## config.mk

```make
export PLATFORM = sky130hd
export DESIGN_NAME = fll_clock_generator_config
export DESIGN_NICKNAME = d
export VERILOG_FILES = /design/src/inc/fll_pkg.sv /design/src/fll_clock_generator_config.sv /design/src/fll_rate_decoder.sv
export VERILOG_INCLUDE_DIRS = /design/src /design/src/inc
export SDC_FILE = /design/constraint.sdc
export NUM_CORES = 1
export LEC_CHECK = 0
export BUFFER_PORTS_ARGS = -buffer_cell sky130_fd_sc_hd__clkbuf_2
export CAP_MARGIN = 10
export CORE_MARGIN = 4
export CORE_UTILIZATION = 34
export CTS_BUF_LIST = sky130_fd_sc_hd__clkbuf_4 sky130_fd_sc_hd__clkbuf_8
export CTS_CLUSTER_SIZE = 25
export DETAILED_ROUTE_END_ITERATION = 7
export SYNTH_ARGS = -nofsm -noshare
export SYNTH_HDL_FRONTEND = slang
export SYNTH_SLANG_ARGS = --single-unit
```

## constraint.sdc

```tcl
create_clock -name clk_in -period 24.7 [get_ports clk_in]
set_clock_uncertainty 0.05 [all_clocks]
set_input_delay 4.94 -clock clk_in [delete_from_list [all_inputs] [get_ports clk_in]]
set_output_delay 4.94 -clock clk_in [all_outputs]
set_load 0.05 [all_outputs]
```

## src/inc/fll_defines.svh

```systemverilog
/*
 * constants of the clock generator configuration block: register offsets,
 * reset values, field positions, mode codes and timing counts.
 * assumes a 25 MHz system clock and an 8-bit register port.
 */
`ifndef FLL_DEFINES_SVH
`define FLL_DEFINES_SVH

// register offsets on the 8-bit register port
`define FLL_OFS_CTRL1 8'h00
`define FLL_OFS_CTRL2 8'h01
`define FLL_OFS_STAT1 8'h02
`define FLL_OFS_STAT2 8'h03
`define FLL_OFS_TRIM 8'h04

// reset values: self-clocked, multiplier 4, divide by one, trim centred
`define FLL_CTRL1_RST 8'h00
`define FLL_CTRL2_RST 8'h00
`define FLL_TRIM_RST 8'h80

// field positions
`define FLL_ST1_CLEAR_BIT 0
`define FLL_ST2_DCO_STABLE_BIT 0

// clock mode codes
`define FLL_MODE_SCM 2'b00
`define FLL_MODE_FEI 2'b01
`define FLL_MODE_FBE 2'b10
`define FLL_MODE_FEE 2'b11

// frequencies in kHz, reference divider, prescale factors and trim centre
`define FLL_CLK_KHZ 25000
`define FLL_SCM_KHZ 8000
`define FLL_IRG_KHZ 243
`define FLL_IRG_DIV 7
`define FLL_PRE_LOW 64
`define FLL_PRE_HIGH 1
`define FLL_TRIM_CENTRE 384

// timing: least time without a reference edge before a clock loss
`define FLL_LOC_TIMEOUT_NS 2000
`define FLL_LOC_CYCLES ((`FLL_LOC_TIMEOUT_NS * `FLL_CLK_KHZ + 999999) / 1000000)
// least settling time of the loop after a configuration change
`define FLL_SETTLE_NS 4000
`define FLL_SETTLE_CYCLES ((`FLL_SETTLE_NS * `FLL_CLK_KHZ + 999999) / 1000000)

`endif

```

## src/inc/fll_pkg.sv

```systemverilog
/*
 * types of the clock generator configuration block.
 * assumes fll_defines.svh is on the include path.
 */
`include "fll_defines.svh"

package fll_pkg;

	// clock scheme selected by the mode field
	typedef enum logic [1:0] {
		MODE_SCM = `FLL_MODE_SCM,
		MODE_FEI = `FLL_MODE_FEI,
		MODE_FBE = `FLL_MODE_FBE,
		MODE_FEE = `FLL_MODE_FEE
	} clock_mode_e;

	// control register one layout, bit 7 first
	typedef struct packed {
		logic gain_high;
		logic range_high;
		logic reference_select;
		clock_mode_e clock_mode_select;
		logic oscillator_stop_keep;
		logic clock_loss_detect_disable;
		logic unused;
	} ctrl1_s;

	// control register two layout, bit 7 first
	typedef struct packed {
		logic lock_loss_reset_enable;
		logic [2:0] multiplier_code;
		logic clock_loss_reset_enable;
		logic [2:0] divider_code;
	} ctrl2_s;

	// register port request
	typedef struct packed {
		logic [7:0] addr;
		logic [7:0] wdata;
		logic wr;
		logic rd;
	} reg_req_s;

endpackage : fll_pkg

```

## src/fll_clock_generator_config.sv

```systemverilog
/*
 * clock generator configuration block: control, status and trim registers,
 * loss-of-clock and loss-of-lock monitors, oscillator controls and the
 * resulting output and bus frequencies.
 * assumes an 8-bit register port on clk_in and an external reference pin
 * that is asynchronous to clk_in.
 */
// The placing of the registers and strobed register access were decided locally.
`timescale 1ns/1ps
`default_nettype none
`include "fll_defines.svh"

// Notes on behaviour
// - reset starts self-clocked, 8 MHz output
// - mode 11 engages loop on external reference
// - mode 01 engages loop on internal reference
// - range bit one: high range, prescale 1
// - range bit zero: low range, prescale 64
// - internal engaged: reference/7 * 64 * N / R
// - multiplier field bits 6:4, 011 gives 10
// - divider field bits 2:0, 000 one, 001 two
// - gain bit zero selects low-power oscillator
// - reference select one requests crystal oscillator
// - control one bit 0 reads zero
// - lock loss interrupts unless reset enabled
// - clock loss interrupts unless reset enabled
// - status one read-only except flag clearing write
// - multiplier codes map to 4 through 18
// - divider codes map to 1 through 128
// - external engaged: reference * P * N / R
// - bypassed: DCO or external clock over R
module fll_clock_generator_config import fll_pkg::*; #(
	parameter int unsigned EXT_REF_KHZ = 4000
) (
	// clock and reset
	input wire logic clk_in,
	input wire logic srst_in,
	// register port
	input wire reg_req_s reg_req_in,
	output logic [7:0] rdata_out,
	// external reference pin
	input wire logic ext_ref_in,
	// oscillator controls
	output logic osc_enable_out,
	output logic osc_crystal_req_out,
	output logic osc_high_range_out,
	output logic osc_high_gain_out,
	output logic irg_enable_out,
	output logic dco_enable_out,
	// frequencies and events
	output logic [31:0] gen_clock_khz_out,
	output logic [31:0] bus_clock_khz_out,
	output logic irq_out,
	output logic reset_req_out
);

	localparam logic [15:0] LOC_CYCLES = 16'(`FLL_LOC_CYCLES);
	localparam logic [15:0] SETTLE_CYCLES = 16'(`FLL_SETTLE_CYCLES);

	ctrl1_s ctrl1_q; // control register one
	ctrl2_s ctrl2_q; // control register two
	logic [7:0] trim_q; // internal reference trim
	logic [7:0] rdata_q; // read data, one cycle after the strobe
	logic ext_meta_q; // synchroniser first stage
	logic ext_sync_q; // synchroniser second stage
	logic ext_prev_q; // previous synchronised level
	logic [15:0] loc_cnt_q; // cycles since the last reference edge
	logic ext_lost_q; // reference currently missing
	logic [15:0] settle_cnt_q; // cycles since the last configuration change
	logic locked_q; // loop locked
	logic lock_loss_q; // sticky lock loss flag
	logic clock_loss_q; // sticky clock loss flag
	logic reset_req_q; // reset request pulse
	logic [31:0] gen_khz_q; // registered output frequency
	logic [31:0] dec_khz; // decoded output frequency

	logic ext_edge; // rising edge of the reference
	logic ext_mode; // scheme uses the external reference
	logic engaged; // loop engaged
	logic settled; // settling time has passed
	logic cfg_wr; // write that changes the clock configuration
	logic st1_clear; // flag clearing write to status one
	logic loc_evt; // clock loss detected this cycle
	logic lol_evt; // lock lost this cycle
	logic dco_stable; // DCO running at its target

	// register port decode
	always_comb begin
		cfg_wr = reg_req_in.wr && (reg_req_in.addr == `FLL_OFS_CTRL1
			|| reg_req_in.addr == `FLL_OFS_CTRL2 || reg_req_in.addr == `FLL_OFS_TRIM);
		st1_clear = reg_req_in.wr && reg_req_in.addr == `FLL_OFS_STAT1
			&& reg_req_in.wdata[`FLL_ST1_CLEAR_BIT];
	end

	// mode classification
	always_comb begin
		ext_mode = ctrl1_q.clock_mode_select == MODE_FBE
			|| ctrl1_q.clock_mode_select == MODE_FEE;
		engaged = ctrl1_q.clock_mode_select == MODE_FEI
			|| ctrl1_q.clock_mode_select == MODE_FEE;
		settled = settle_cnt_q == SETTLE_CYCLES;
		ext_edge = ext_sync_q && !ext_prev_q;
	end

	// control register one; bit 0 is never stored
	always_ff @(posedge clk_in) begin
		if (srst_in) begin
			ctrl1_q <= ctrl1_s'(`FLL_CTRL1_RST);
		end else if (reg_req_in.wr && reg_req_in.addr == `FLL_OFS_CTRL1) begin
			ctrl1_q <= ctrl1_s'({reg_req_in.wdata[7:1], 1'b0});
		end
	end

	// control register two
	always_ff @(posedge clk_in) begin
		if (srst_in) begin
			ctrl2_q <= ctrl2_s'(`FLL_CTRL2_RST);
		end else if (reg_req_in.wr && reg_req_in.addr == `FLL_OFS_CTRL2) begin
			ctrl2_q <= ctrl2_s'(reg_req_in.wdata);
		end
	end

	// trim register, only steers the internal reference
	always_ff @(posedge clk_in) begin
		if (srst_in) begin
			trim_q <= `FLL_TRIM_RST;
		end else if (reg_req_in.wr && reg_req_in.addr == `FLL_OFS_TRIM) begin
			trim_q <= reg_req_in.wdata;
		end
	end

	// read data; unmapped offsets read zero
	always_ff @(posedge clk_in) begin
		if (srst_in) begin
			rdata_q <= 8'h00;
		end else if (reg_req_in.rd) begin
			case (reg_req_in.addr)
				`FLL_OFS_CTRL1: begin
					rdata_q <= {ctrl1_q[7:1], 1'b0};
				end
				`FLL_OFS_CTRL2: begin
					rdata_q <= ctrl2_q;
				end
				`FLL_OFS_STAT1: begin
					// mode, reference present, irq, locked, loss flags
					rdata_q <= {ctrl1_q.clock_mode_select, ext_mode && !ext_lost_q,
						irq_out, locked_q, lock_loss_q, clock_loss_q, 1'b0};
				end
				`FLL_OFS_STAT2: begin
					rdata_q <= {7'h00, dco_stable};
				end
				`FLL_OFS_TRIM: begin
					rdata_q <= trim_q;
				end
				default: begin
					rdata_q <= 8'h00;
				end
			endcase
		end else begin
			rdata_q <= 8'h00;
		end
	end

	// reference pin synchroniser and edge history
	always_ff @(posedge clk_in) begin
		if (srst_in) begin
			ext_meta_q <= 1'b0;
			ext_sync_q <= 1'b0;
			ext_prev_q <= 1'b0;
		end else begin
			ext_meta_q <= ext_ref_in;
			ext_sync_q <= ext_meta_q;
			ext_prev_q <= ext_sync_q;
		end
	end

	// clock loss monitor, active only with detection enabled
	always_comb begin
		loc_evt = ext_mode && !ctrl1_q.clock_loss_detect_disable && !ext_edge
			&& loc_cnt_q == LOC_CYCLES - 16'h1;
		lol_evt = locked_q && ctrl1_q.clock_mode_select == MODE_FEE && loc_evt;
	end

	// cycles since the last reference edge
	always_ff @(posedge clk_in) begin
		if (srst_in) begin
			loc_cnt_q <= 16'h0;
			ext_lost_q <= 1'b0;
		end else if (!ext_mode || ctrl1_q.clock_loss_detect_disable || ext_edge) begin
			loc_cnt_q <= 16'h0;
			ext_lost_q <= 1'b0;
		end else if (loc_cnt_q != LOC_CYCLES) begin
			loc_cnt_q <= loc_cnt_q + 16'h1;
			ext_lost_q <= loc_evt;
		end
	end

	// settling counter, restarted by any configuration write
	always_ff @(posedge clk_in) begin
		if (srst_in || cfg_wr) begin
			settle_cnt_q <= 16'h0;
		end else if (!settled) begin
			settle_cnt_q <= settle_cnt_q + 16'h1;
		end
	end

	// lock state of the loop
	always_ff @(posedge clk_in) begin
		if (srst_in) begin
			locked_q <= 1'b0;
		end else begin
			locked_q <= engaged && settled && !cfg_wr && !lol_evt
				&& !(ctrl1_q.clock_mode_select == MODE_FEE && ext_lost_q);
		end
	end

	// DCO is off when bypassed on the external clock
	assign dco_stable = settled && ctrl1_q.clock_mode_select != MODE_FBE
		&& !(ext_mode && ext_lost_q);

	// sticky loss flags: a new event wins over the clear
	always_ff @(posedge clk_in) begin
		if (srst_in) begin
			lock_loss_q <= 1'b0;
			clock_loss_q <= 1'b0;
		end else begin
			lock_loss_q <= lol_evt || (lock_loss_q && !st1_clear);
			clock_loss_q <= loc_evt || (clock_loss_q && !st1_clear);
		end
	end

	// reset request when the matching reset enable is set
	always_ff @(posedge clk_in) begin
		if (srst_in) begin
			reset_req_q <= 1'b0;
		end else begin
			reset_req_q <= (lol_evt && ctrl2_q.lock_loss_reset_enable)
				|| (loc_evt && ctrl2_q.clock_loss_reset_enable);
		end
	end

	// interrupt request when the reset enable is clear
	assign irq_out = (lock_loss_q && !ctrl2_q.lock_loss_reset_enable)
		|| (clock_loss_q && !ctrl2_q.clock_loss_reset_enable);

	// frequency calculator
	fll_rate_decoder #(
		.EXT_REF_KHZ(EXT_REF_KHZ)
	) u_rate (
		.ctrl1_in(ctrl1_q),
		.ctrl2_in(ctrl2_q),
		.trim_in(trim_q),
		.out_khz_out(dec_khz)
	);

	// registered output frequency
	always_ff @(posedge clk_in) begin
		if (srst_in) begin
			gen_khz_q <= 32'(`FLL_SCM_KHZ);
		end else begin
			gen_khz_q <= dec_khz;
		end
	end

	// outputs
	assign rdata_out = rdata_q;
	assign gen_clock_khz_out = gen_khz_q;
	assign bus_clock_khz_out = {1'b0, gen_khz_q[31:1]};
	assign reset_req_out = reset_req_q;
	assign osc_crystal_req_out = ctrl1_q.reference_select;
	assign osc_enable_out = (ext_mode || ctrl1_q.oscillator_stop_keep)
		&& ctrl1_q.reference_select;
	assign osc_high_range_out = ctrl1_q.range_high;
	assign osc_high_gain_out = ctrl1_q.gain_high;
	assign irg_enable_out = ctrl1_q.clock_mode_select == MODE_FEI;
	assign dco_enable_out = ctrl1_q.clock_mode_select != MODE_FBE;
endmodule : fll_clock_generator_config

`default_nettype wire

```

## src/fll_rate_decoder.sv

```systemverilog
/*
 * output frequency calculator: turns the mode, range, multiplier, divider
 * and trim settings into the generator output frequency in kHz.
 * assumes the external reference frequency is given as a parameter.
 */
`timescale 1ns/1ps
`default_nettype none
`include "fll_defines.svh"

module fll_rate_decoder import fll_pkg::*; #(
	parameter int unsigned EXT_REF_KHZ = 4000
) (
	// settings
	input wire ctrl1_s ctrl1_in,
	input wire ctrl2_s ctrl2_in,
	input wire logic [7:0] trim_in,
	// result
	output logic [31:0] out_khz_out
);

	// multiplier code to factor: 4, 6, 8 ... 18
	function automatic logic [31:0] mult_factor(input logic [2:0] code);
		mult_factor = {28'h0, code, 1'b0} + 32'h4;
	endfunction : mult_factor

	logic [31:0] irg_khz; // trimmed internal reference
	logic [31:0] prescale; // reference prescale factor
	logic [31:0] base_khz; // frequency before the divider

	// frequency of the chosen scheme
	always_comb begin
		irg_khz = (32'(`FLL_IRG_KHZ) * (32'h100 + {24'h0, trim_in})) / 32'(`FLL_TRIM_CENTRE);
		// high range prescales by one, low range by 64
		prescale = ctrl1_in.range_high ? 32'(`FLL_PRE_HIGH) : 32'(`FLL_PRE_LOW);
		case (ctrl1_in.clock_mode_select)
			MODE_SCM: begin
				base_khz = 32'(`FLL_SCM_KHZ);
			end
			MODE_FBE: begin
				base_khz = 32'(EXT_REF_KHZ);
			end
			MODE_FEI: begin
				// reference select is ignored here
				base_khz = irg_khz * 32'(`FLL_PRE_LOW) * mult_factor(ctrl2_in.multiplier_code)
					/ 32'(`FLL_IRG_DIV);
			end
			MODE_FEE: begin
				base_khz = 32'(EXT_REF_KHZ) * prescale
					* mult_factor(ctrl2_in.multiplier_code);
			end
			default: begin
				base_khz = 32'(`FLL_SCM_KHZ);
			end
		endcase
		// divider: 1, 2, 4 ... 128
		out_khz_out = base_khz >> ctrl2_in.divider_code;
	end

endmodule : fll_rate_decoder

`default_nettype wire

```

== After elaboration in Yosys (flattened, before gate mapping) ==
Index checks and enable logic that the tools add are counted.

* Input port bits: 21
* Register bits: 103
* Output and inout bits: 80

* $mul: 4
* Divide/modulo/power cells: 2
* Equality and inequality tests: 11
* Multiplexer cells: 3
* Reductions and logical operators: 56
* Bitwise operators: 1
* Shifts and indexed selects: 1
* $add $sub $neg: 4

{| class="wikitable"
|+ Operators with widths
! cell !! count
|-
| $pmux W32 S4 || 1
|-
| $pmux W8 S5 || 1
|-
| $add A16 B1 Y16 const B || 2
|-
| $div A32 B3 Y32 const B || 1
|-
| $div A32 B9 Y32 const B || 1
|-
| $mul A26 B32 Y26 || 1
|-
| $mul A27 B32 Y27 || 1
|-
| $mul A7 B32 Y27 const A || 1
|-
| $mul A8 B32 Y32 const A || 1
|-
| $shr A32 B3 Y32 || 1
|-
| $logic_and A1 B1 Y1 || 28
|-
| $eq A16 B6 Y1 const B || 1
|-
| $eq A16 B7 Y1 const B || 1
|-
| $eq A8 B2 Y1 const B || 2
|-
| $ne A16 B6 Y1 const B || 1
|-
| $logic_not A1 Y1 || 12
|-
| $logic_or A1 B1 Y1 || 12
|-
| $add A9 B8 Y10 const A || 1
|-
| $eq A8 B1 Y1 const B || 1
|-
| $eq A8 B3 Y1 const B || 1
|-
| $logic_not A8 Y1 || 1
|-
| $mux W7 || 1
|-
| $add A4 B3 Y5 const B || 1
|-
| $eq A2 B2 Y1 const B || 2
|-
| 5 further kinds || 6
|}

== Logic depth before layout (Yosys ltp) ==
Gate-level depths: netlist (run 1).

* Depth in word-level cells: 9
* Gate-level depth with buffers: 82
* Gate-level depth less buffers: 75

== By module ==
Synthesis (run 1) repeated with hierarchy kept, for this count alone.

* Cells, all modules: 1616
* Area total of the unflattened synthesis: 12802.3 um2

{| class="wikitable"
|+ By module, submodules not included
! module !! instances !! sequential area each (um2) !! cells an instance !! area each (um2)
|-
| fll_rate_decoder || 1 || 0.0 || 1152 || 8426.8
|-
| fll_clock_generator_config || 1 || 2062.0 || 464 || 4375.4
|}

== Worst setup path after synthesis (run 1) ==
OpenSTA, ideal clock, no wires.

* Kind: register to register
* Start point: register trim_q[0]
* End point: register gen_khz_q[1], in the netlist gen_clock_khz_out[1]
* Clock period less this slack: 17438 ps
* Required time: 24531 ps
* Slack: 7262 ps
* Cell stages (with the launch flop): 76
* Library setup time: 119 ps
* Arrival: 17269 ps
* Cells stage by stage: dfxtp_1 > fa_1 > xor2_1 > ha_1 > inv_1 > fa_1 > fa_1 > inv_1 > ha_1 > a21oi_1 > o21ai_0 > a31oi_1 > o21ai_0 > xor2_1 > clkbuf_1 > or2_2 > o21ai_0 > a211oi_1 > [40 not listed] > and3b_1 > mux2i_1 > nand3_1 > buf_2 > nand2_1 > ha_1 > nor2_1 > a221oi_1 > o21ai_2 > nand2_1 > ha_1 > inv_1 > or3_1 > o32a_1 > o221a_1 > nor3_1 > a21oi_1 > o221a_1

* Longest elaborated chain between the ends: 7

{| class="wikitable"
|+ RTL lines
! item !! RTL line !! source
|-
| start: declaration || fll_clock_generator_config.sv:62 || <nowiki>logic [7:0] trim_q;</nowiki>
|-
| start signal: assignment || fll_clock_generator_config.sv:126 || <nowiki>trim_q <= `FLL_TRIM_RST;</nowiki>
|-
| start signal: assignment || fll_clock_generator_config.sv:128 || <nowiki>trim_q <= reg_req_in.wdata;</nowiki>
|-
| $add A9 B8 Y10 || fll_rate_decoder.sv:32 || <nowiki>irg_khz = (32'(`FLL_IRG_KHZ) * (32'h100 + {24'h0, trim_in})) / 32'(`FLL_TRIM_CENTRE);</nowiki>
|-
| $mul A8 B32 Y32 || fll_rate_decoder.sv:32 ||
|-
| $div A32 B9 Y32 || fll_rate_decoder.sv:32 ||
|-
| $mul A26 B32 Y26 || fll_rate_decoder.sv:44 || <nowiki>base_khz = irg_khz * 32'(`FLL_PRE_LOW) * mult_factor(ctrl2_in.multiplier_code)</nowiki>
|-
| $div A32 B3 Y32 || fll_rate_decoder.sv:44 ||
|-
| $pmux W32 S4 || fll_rate_decoder.sv:35 || <nowiki>case (ctrl1_in.clock_mode_select)</nowiki>
|-
| $shr A32 B3 Y32 || fll_rate_decoder.sv:56 || <nowiki>out_khz_out = base_khz >> ctrl2_in.divider_code;</nowiki>
|-
| end signal: assignment || fll_clock_generator_config.sv:259 || <nowiki>gen_khz_q <= 32'(`FLL_SCM_KHZ);</nowiki>
|-
| end signal: assignment || fll_clock_generator_config.sv:261 || <nowiki>gen_khz_q <= dec_khz;</nowiki>
|-
| end: declaration || fll_clock_generator_config.sv:74 || <nowiki>logic [31:0] gen_khz_q;</nowiki>
|}

Every way passes these cells.
A chain may end at the register's enable or synchronous reset.

== Worst setup path after layout (run 1) ==
Same ends and word-level chain as after synthesis.

==> impl_metrics.toml, run 1 <==
[synth]
ys_top_cells_by_count = "nor2_1, nand2_1, a21oi_1"
ys.flop_type = "dfxtp_1"
async_reset_ff_frac = 0
syn-cell-area_um2 = 12840
ys_top_cells_by_area = "dfxtp_1, ha_1, fa_1"
synth_edf_count = 0
synth_cells = 1680
ys_seq_area_frac = 0.1481
synth.most_common_cell = "nor2_1"
yosysWarnings = 0
avgSynthCellArea_um2 = 7.646
synth.top_cell.area_share = 0.1481
yosysTopAreaCell = "dfxtp_1"
synth_seq_cells = 95
synth.distinct_cells = 109

[die]
coreArea_um2 = 36960
die_w_um = 202.4
die_area_um2 = 40950
num_rows = 70
ios = 101
initial_core_util = 0.3475
die_y_um = 202.4

[pwr]
p_clk_frac = 0.227
switching_share = 0.4035
power.switching_mw = 0.1828
p_leak_nw = 5.792
power_density_nw_per_um2 = 33.43
pwr-share-seq = 0.341
pwr-share-comb = 0.432
irDropWorstVdd_v = 0.00009773
internal-power_mw = 0.2702

[worst_setup_path]
critPathMaxFanout = 17
worst_setup_path_end_kind = "flip-flop"
arrival_ns = 20.75
path_delay_family = "compound AO/OA/AOI/OAI gates"
required_ns = 24.92
start_kind = "flip-flop"
cp_common_cell = "ha_1"
cp_num_buf_inv = 7
cpPeakStageDelay_ns = 0.76
critPathKind = "flip-flop to flip-flop"
slowest_stage = "nor3_1"

[timing]
slew_headroom = 0.3060
tns_ns = 0
setup_viol = 0
finalHoldViolations = 0
period_needed_ns = 20.53
min_period_over_period = 0.8312
fmax_mhz = 48.71
drv_slew = 0
tightest_slew_ns = 1.037
rsz0062_at_grt = "no"
whs_ns = 0.3954

[clock_tree]
post_cts_buffers = 0
cts_buffers = 9
cts_buffer_depth = 2
ctsHoldBuffers = 0
cts_tree = "done"
clkSinkCount = 95
cts_root_buf = "clkbuf_8"
clkTransAtPathRegs_ns = 0.10
htreeDepth = 3
insertion_delay_ns = 0.38
ctsResizeCount = 0

[drt]
wire_per_inst_um = 15.37
vias_per_cell = 5.566
ant_nets = 0
num_vias = 12150
dr.pass1.iters = 5
drtIter0Drc = 721
route.detailed.drc = 0
wl_mm = 33.55

[grt]
grt_pass1_wl_mm = 55.89
grt_pass1_vias = 11387
antenna_found_initial = 0
grt_start_max_net_pins = 46
grt_usage = 0.1566
overflow = 0

[job]
drv_cap = 0

[final_layout]
drive_gt1_frac = 0.1066
nNetsFinal = 1870
num_antenna_cells = 0
syn2layout_area_growth_pct = 5.503

[worst_hold_path]
hold_path_class = "flip-flop to flip-flop"

[status]
status = "complete, no violations"

[place]
hpwl_mm = 26.44
place_congestion = 0.8844
io_buffers = 83
[stage by stage]
stage	worst slack, ns	util	power, mW	cells	instance area (µm²)
finish	4.170	0.3667	0.4530	2183	13550
global route	2.437	0.3667	0.4837	2183	13550
CTS	4.434	0.3667	0.4536	2183	13550
detailed placement	4.493	0.3613	0.3503	2167	13350
global placement	5.103	0.3613	0.3477	2167	13350
floorplan	7.262	-	0.3211	1696	12900
[final timing paths]
path | slack [ns] | startpoint | cells after the start | endpoint
worst min register to register | 0.40 | ext_meta_q | 1 | ext_sync_q
worst max-delay path | 4.17 | trim_q[0] | 72 | gen_clock_khz_out[1]
worst max register to register | 4.17 | trim_q[0] | 72 | gen_clock_khz_out[1]
worst min-delay path | 0.40 | ext_meta_q | 1 | ext_sync_q
[kinds of logic (layout without fill, tap and decap cells)]
| group | Yosys count | in the layout | share of synthesized area |
|---|---|---|---|
| flops | 95 | 95 | 0.1481 |
| buf+inv | 248 | 231 | 0.08767 |
| compound gates | 466 | 466 | 0.2620 |
| fa+ha+maj | 175 | 175 | 0.1997 |
| simple gates | 586 | 586 | 0.2212 |
| mux | 32 | 32 | 0.02601 |
| xor+xnor | 77 | 77 | 0.05504 |
| other cells | 1 | 17 | 0.0002919 |
[routing by layer]
metal	routed length [µm]	global-route usage	vias to the layer above
li1	-	-	6008
met1	15910	0.2181	5844
met2	15950	0.2664	262
met3	1122	0.01283	36
met4	575	0.03298	0
met5	0	0	-
[registers in the layout, summed over array words and instances, names as in the netlist]
name and count:
reset_req_out 1, locked_q 1, rdata_out 8, loc_cnt_q 16, ext_lost_q 1, clock_loss_q 1, settle_cnt_q 16, trim_q 8
osc_crystal_req_out 1, lock_loss_q 1, ext_meta_q 1, ext_sync_q 1, ctrl2_q 8, ext_prev_q 1, gen_clock_khz_out 24, osc_high_range_out 1
ctrl1_q 4, osc_high_gain_out 1
[cells in the final DEF, fill, tap and decap left out, types with 52 or more instances in the layout]
cell type | synthesis | layout
nor2_1 | 145 | 145
inv_1 | 124 | 124
nand2_1 | 142 | 142
nand3_1 | 83 | 83
a21oi_1 | 128 | 128
nor3_1 | 52 | 52
clkbuf_2 | 0 | 83
ha_1 | 125 | 125
dfxtp_1 | 95 | 95
[area by class of cell]
class                   count  area [µm²]
fillers                  3884       23410
multi-input cells        1353        9883
flip-flops and latches     95        1902
well taps                 504       630.6
inverters                 126       478.0
repair buffers             89       460.4
clock buffers               9       123.9
clock inverters             7       73.82
[power by group through the flow]
stage | logic [mW] | registers [mW] | clock network, mW
floorplan | 0.163 | 0.158 | 0
global placement | 0.190 | 0.158 | 0
detailed placement | 0.192 | 0.158 | 0
CTS | 0.194 | 0.155 | 0.105
global route | 0.218 | 0.155 | 0.111
finish | 0.196 | 0.155 | 0.103
No activity file was read; power rests on OpenSTA's default activity.
==> run 2, diff against run 1 <==
==> constraint.sdc (replaced) <==
create_clock -name clk_in -period 17.17 [get_ports clk_in]
set_clock_uncertainty 0.05 [all_clocks]
set_input_delay 3.434 -clock clk_in [delete_from_list [all_inputs] [get_ports clk_in]]
set_output_delay 3.434 -clock clk_in [all_outputs]
set_load 0.05 [all_outputs]
==> impl_metrics.toml, run 2 (synthesized netlist as in run 1, its figures left out) <==
[drt]
dr.pass1.iters = 5
wire_per_inst_um = 15.82
routed-wl-met2_mm = 18.04
wl_met1_mm = 16.66
ant_nets = 0
wl_mm = 36.53
num_vias = 12828
route.detailed.drc = 0
maxUsedRoutingLayer = "met4"
dr_wl_met3_mm = 1.258
drtIter0Drc = 905
vias_per_cell = 5.553

[grt]
antenna_found_initial = 0
grt_start_max_net_pins = 46
grt_pass1_wl_mm = 57.66
grt_pass1_vias = 11893
overflow = 0
grt_usage = 0.1614

[worst_setup_path]
r2r_slack_ns = 0.44
cpPeakStageDelay_ns = 0.56
critPathMaxFanout = 6
required_ns = 17.40
worst_setup_path_end_kind = "flip-flop"
rr_worst_depth = 76
cp_num_buf_inv = 13
critPathLaunch = "trim_q[2]"
worstReg2RegStart = "trim_q[2]"
path_delay_family = "compound AO/OA/AOI/OAI gates"
start_kind = "flip-flop"
slowest_stage = "fa_2"
arrival_ns = 16.96
critPathKind = "flip-flop to flip-flop"
cp-endpoint = "gen_clock_khz_out[1]"
crit_cells = 76
timing.rr.end = "gen_clock_khz_out[1]"

[die]
num_rows = 70
ios = 101
die_y_um = 202.4
initial_core_util = 0.3475
die_w_um = 202.4
coreArea_um2 = 36960
die_area_um2 = 40950

[clock_tree]
clkSinkCount = 95
cts_tree = "done"
htreeDepth = 3
insertion_delay_ns = 0.38
cts_root_buf = "clkbuf_8"
cts_buffers = 9
clkTransAtPathRegs_ns = 0.11
cts_buffer_depth = 2

[place]
io_buffers = 83
place_congestion = 0.9033
hpwl_mm = 27.54
place_ws_ns = -0.4028

[worst_hold_path]
hold_path_class = "flip-flop to flip-flop"

[final_layout]
drive_gt1_frac = 0.2348
syn2layout_area_growth_pct = 19.69
largest_reg_flops = 24
nNetsFinal = 1997
final_common_cell = "nor2_1"
layout_common_cells = "nor2_1, nand2_1, buf_4, inv_1, ha_1"
num_antenna_cells = 0

[timing]
min_period_over_period = 0.9744
fmax_mhz = 59.77
slew_headroom = 0.1985
setup_viol = 0
tns_ns = 0
finalHoldViolations = 0
period_needed_ns = 16.73
tightest_slew_ns = 1.198
drv_slew = 0
setup_slack_ns = 0.4391

[pwr]
power_density_nw_per_um2 = 48.80
irDropWorstVdd_v = 0.0001433
total_power_mw = 0.7502
p_leak_nw = 6.534

[status]
status = "complete, no violations"

[job]
drv_cap = 0
run 2: cell count changes in the layout (fill, tap and decap cells not counted), sizes merged:
cell | previous run | this run
buf | 6 | 133
clkinv | 5 | 7
inv | 128 | 126
run 2: power by group:
| group | internal, mW | switching, mW | total, mW |
|---|---|---|---|
| clock network | 0.0585 | 0.0921 | 0.151 |
| registers | 0.221 | 0.00100 | 0.222 |
| logic | 0.171 | 0.207 | 0.378 |
run 2: through the flow:
stage / hold WS [ns] / cells / cell area [µm²] / util
floorplan: 0.3638 / 1696 / 12930 / -
global placement: 0.3759 / 2244 / 13960 / 0.3777
detailed placement: 0.3784 / 2244 / 13960 / 0.3777
CTS: 0.4004 / 2262 / 14340 / 0.3879
global route: 0.4242 / 2310 / 15370 / 0.4159
finish: 0.3971 / 2310 / 15370 / 0.4159
run 2: worst min-delay path by stage:
stage               depth (start not counted)       start    endpoint  slack, ns
CTS                                         1  ext_meta_q  ext_sync_q       0.40
global route                                1  ext_meta_q  ext_sync_q       0.42
detailed placement                          1  ext_meta_q  ext_sync_q       0.38
finish                                      1  ext_meta_q  ext_sync_q       0.40
floorplan                                   1  ext_meta_q  ext_sync_q       0.36
global placement                            1  ext_meta_q  ext_sync_q       0.38
run 2: cell type report:
type / instances / area (µm²)
clock buffer: 9 / 123.9
clock inverter: 7 / 91.34
fill: 3757 / 21590
inverter: 126 / 480.5
multi-input combinational: 1353 / 10710
sequential: 95 / 1907
tap: 504 / 630.6
timing repair buffer: 216 / 1429
run 2: per-layer routing:
layer	vias up	track usage
li1	6277	-
met1	6174	0.2215
met2	327	0.2798
met3	50	0.01396
met4	0	0.03007
met5	-	0
run 2: repair_timing:
action | CTS | global route
endpoints found under the hold margin | 0 | 0
buffers inserted | 2 | 48
endpoints found under the setup margin | 3 | 5
pin swaps | 2 | 75
resized for setup | 30 | 138
hold buffers | 0 | 0
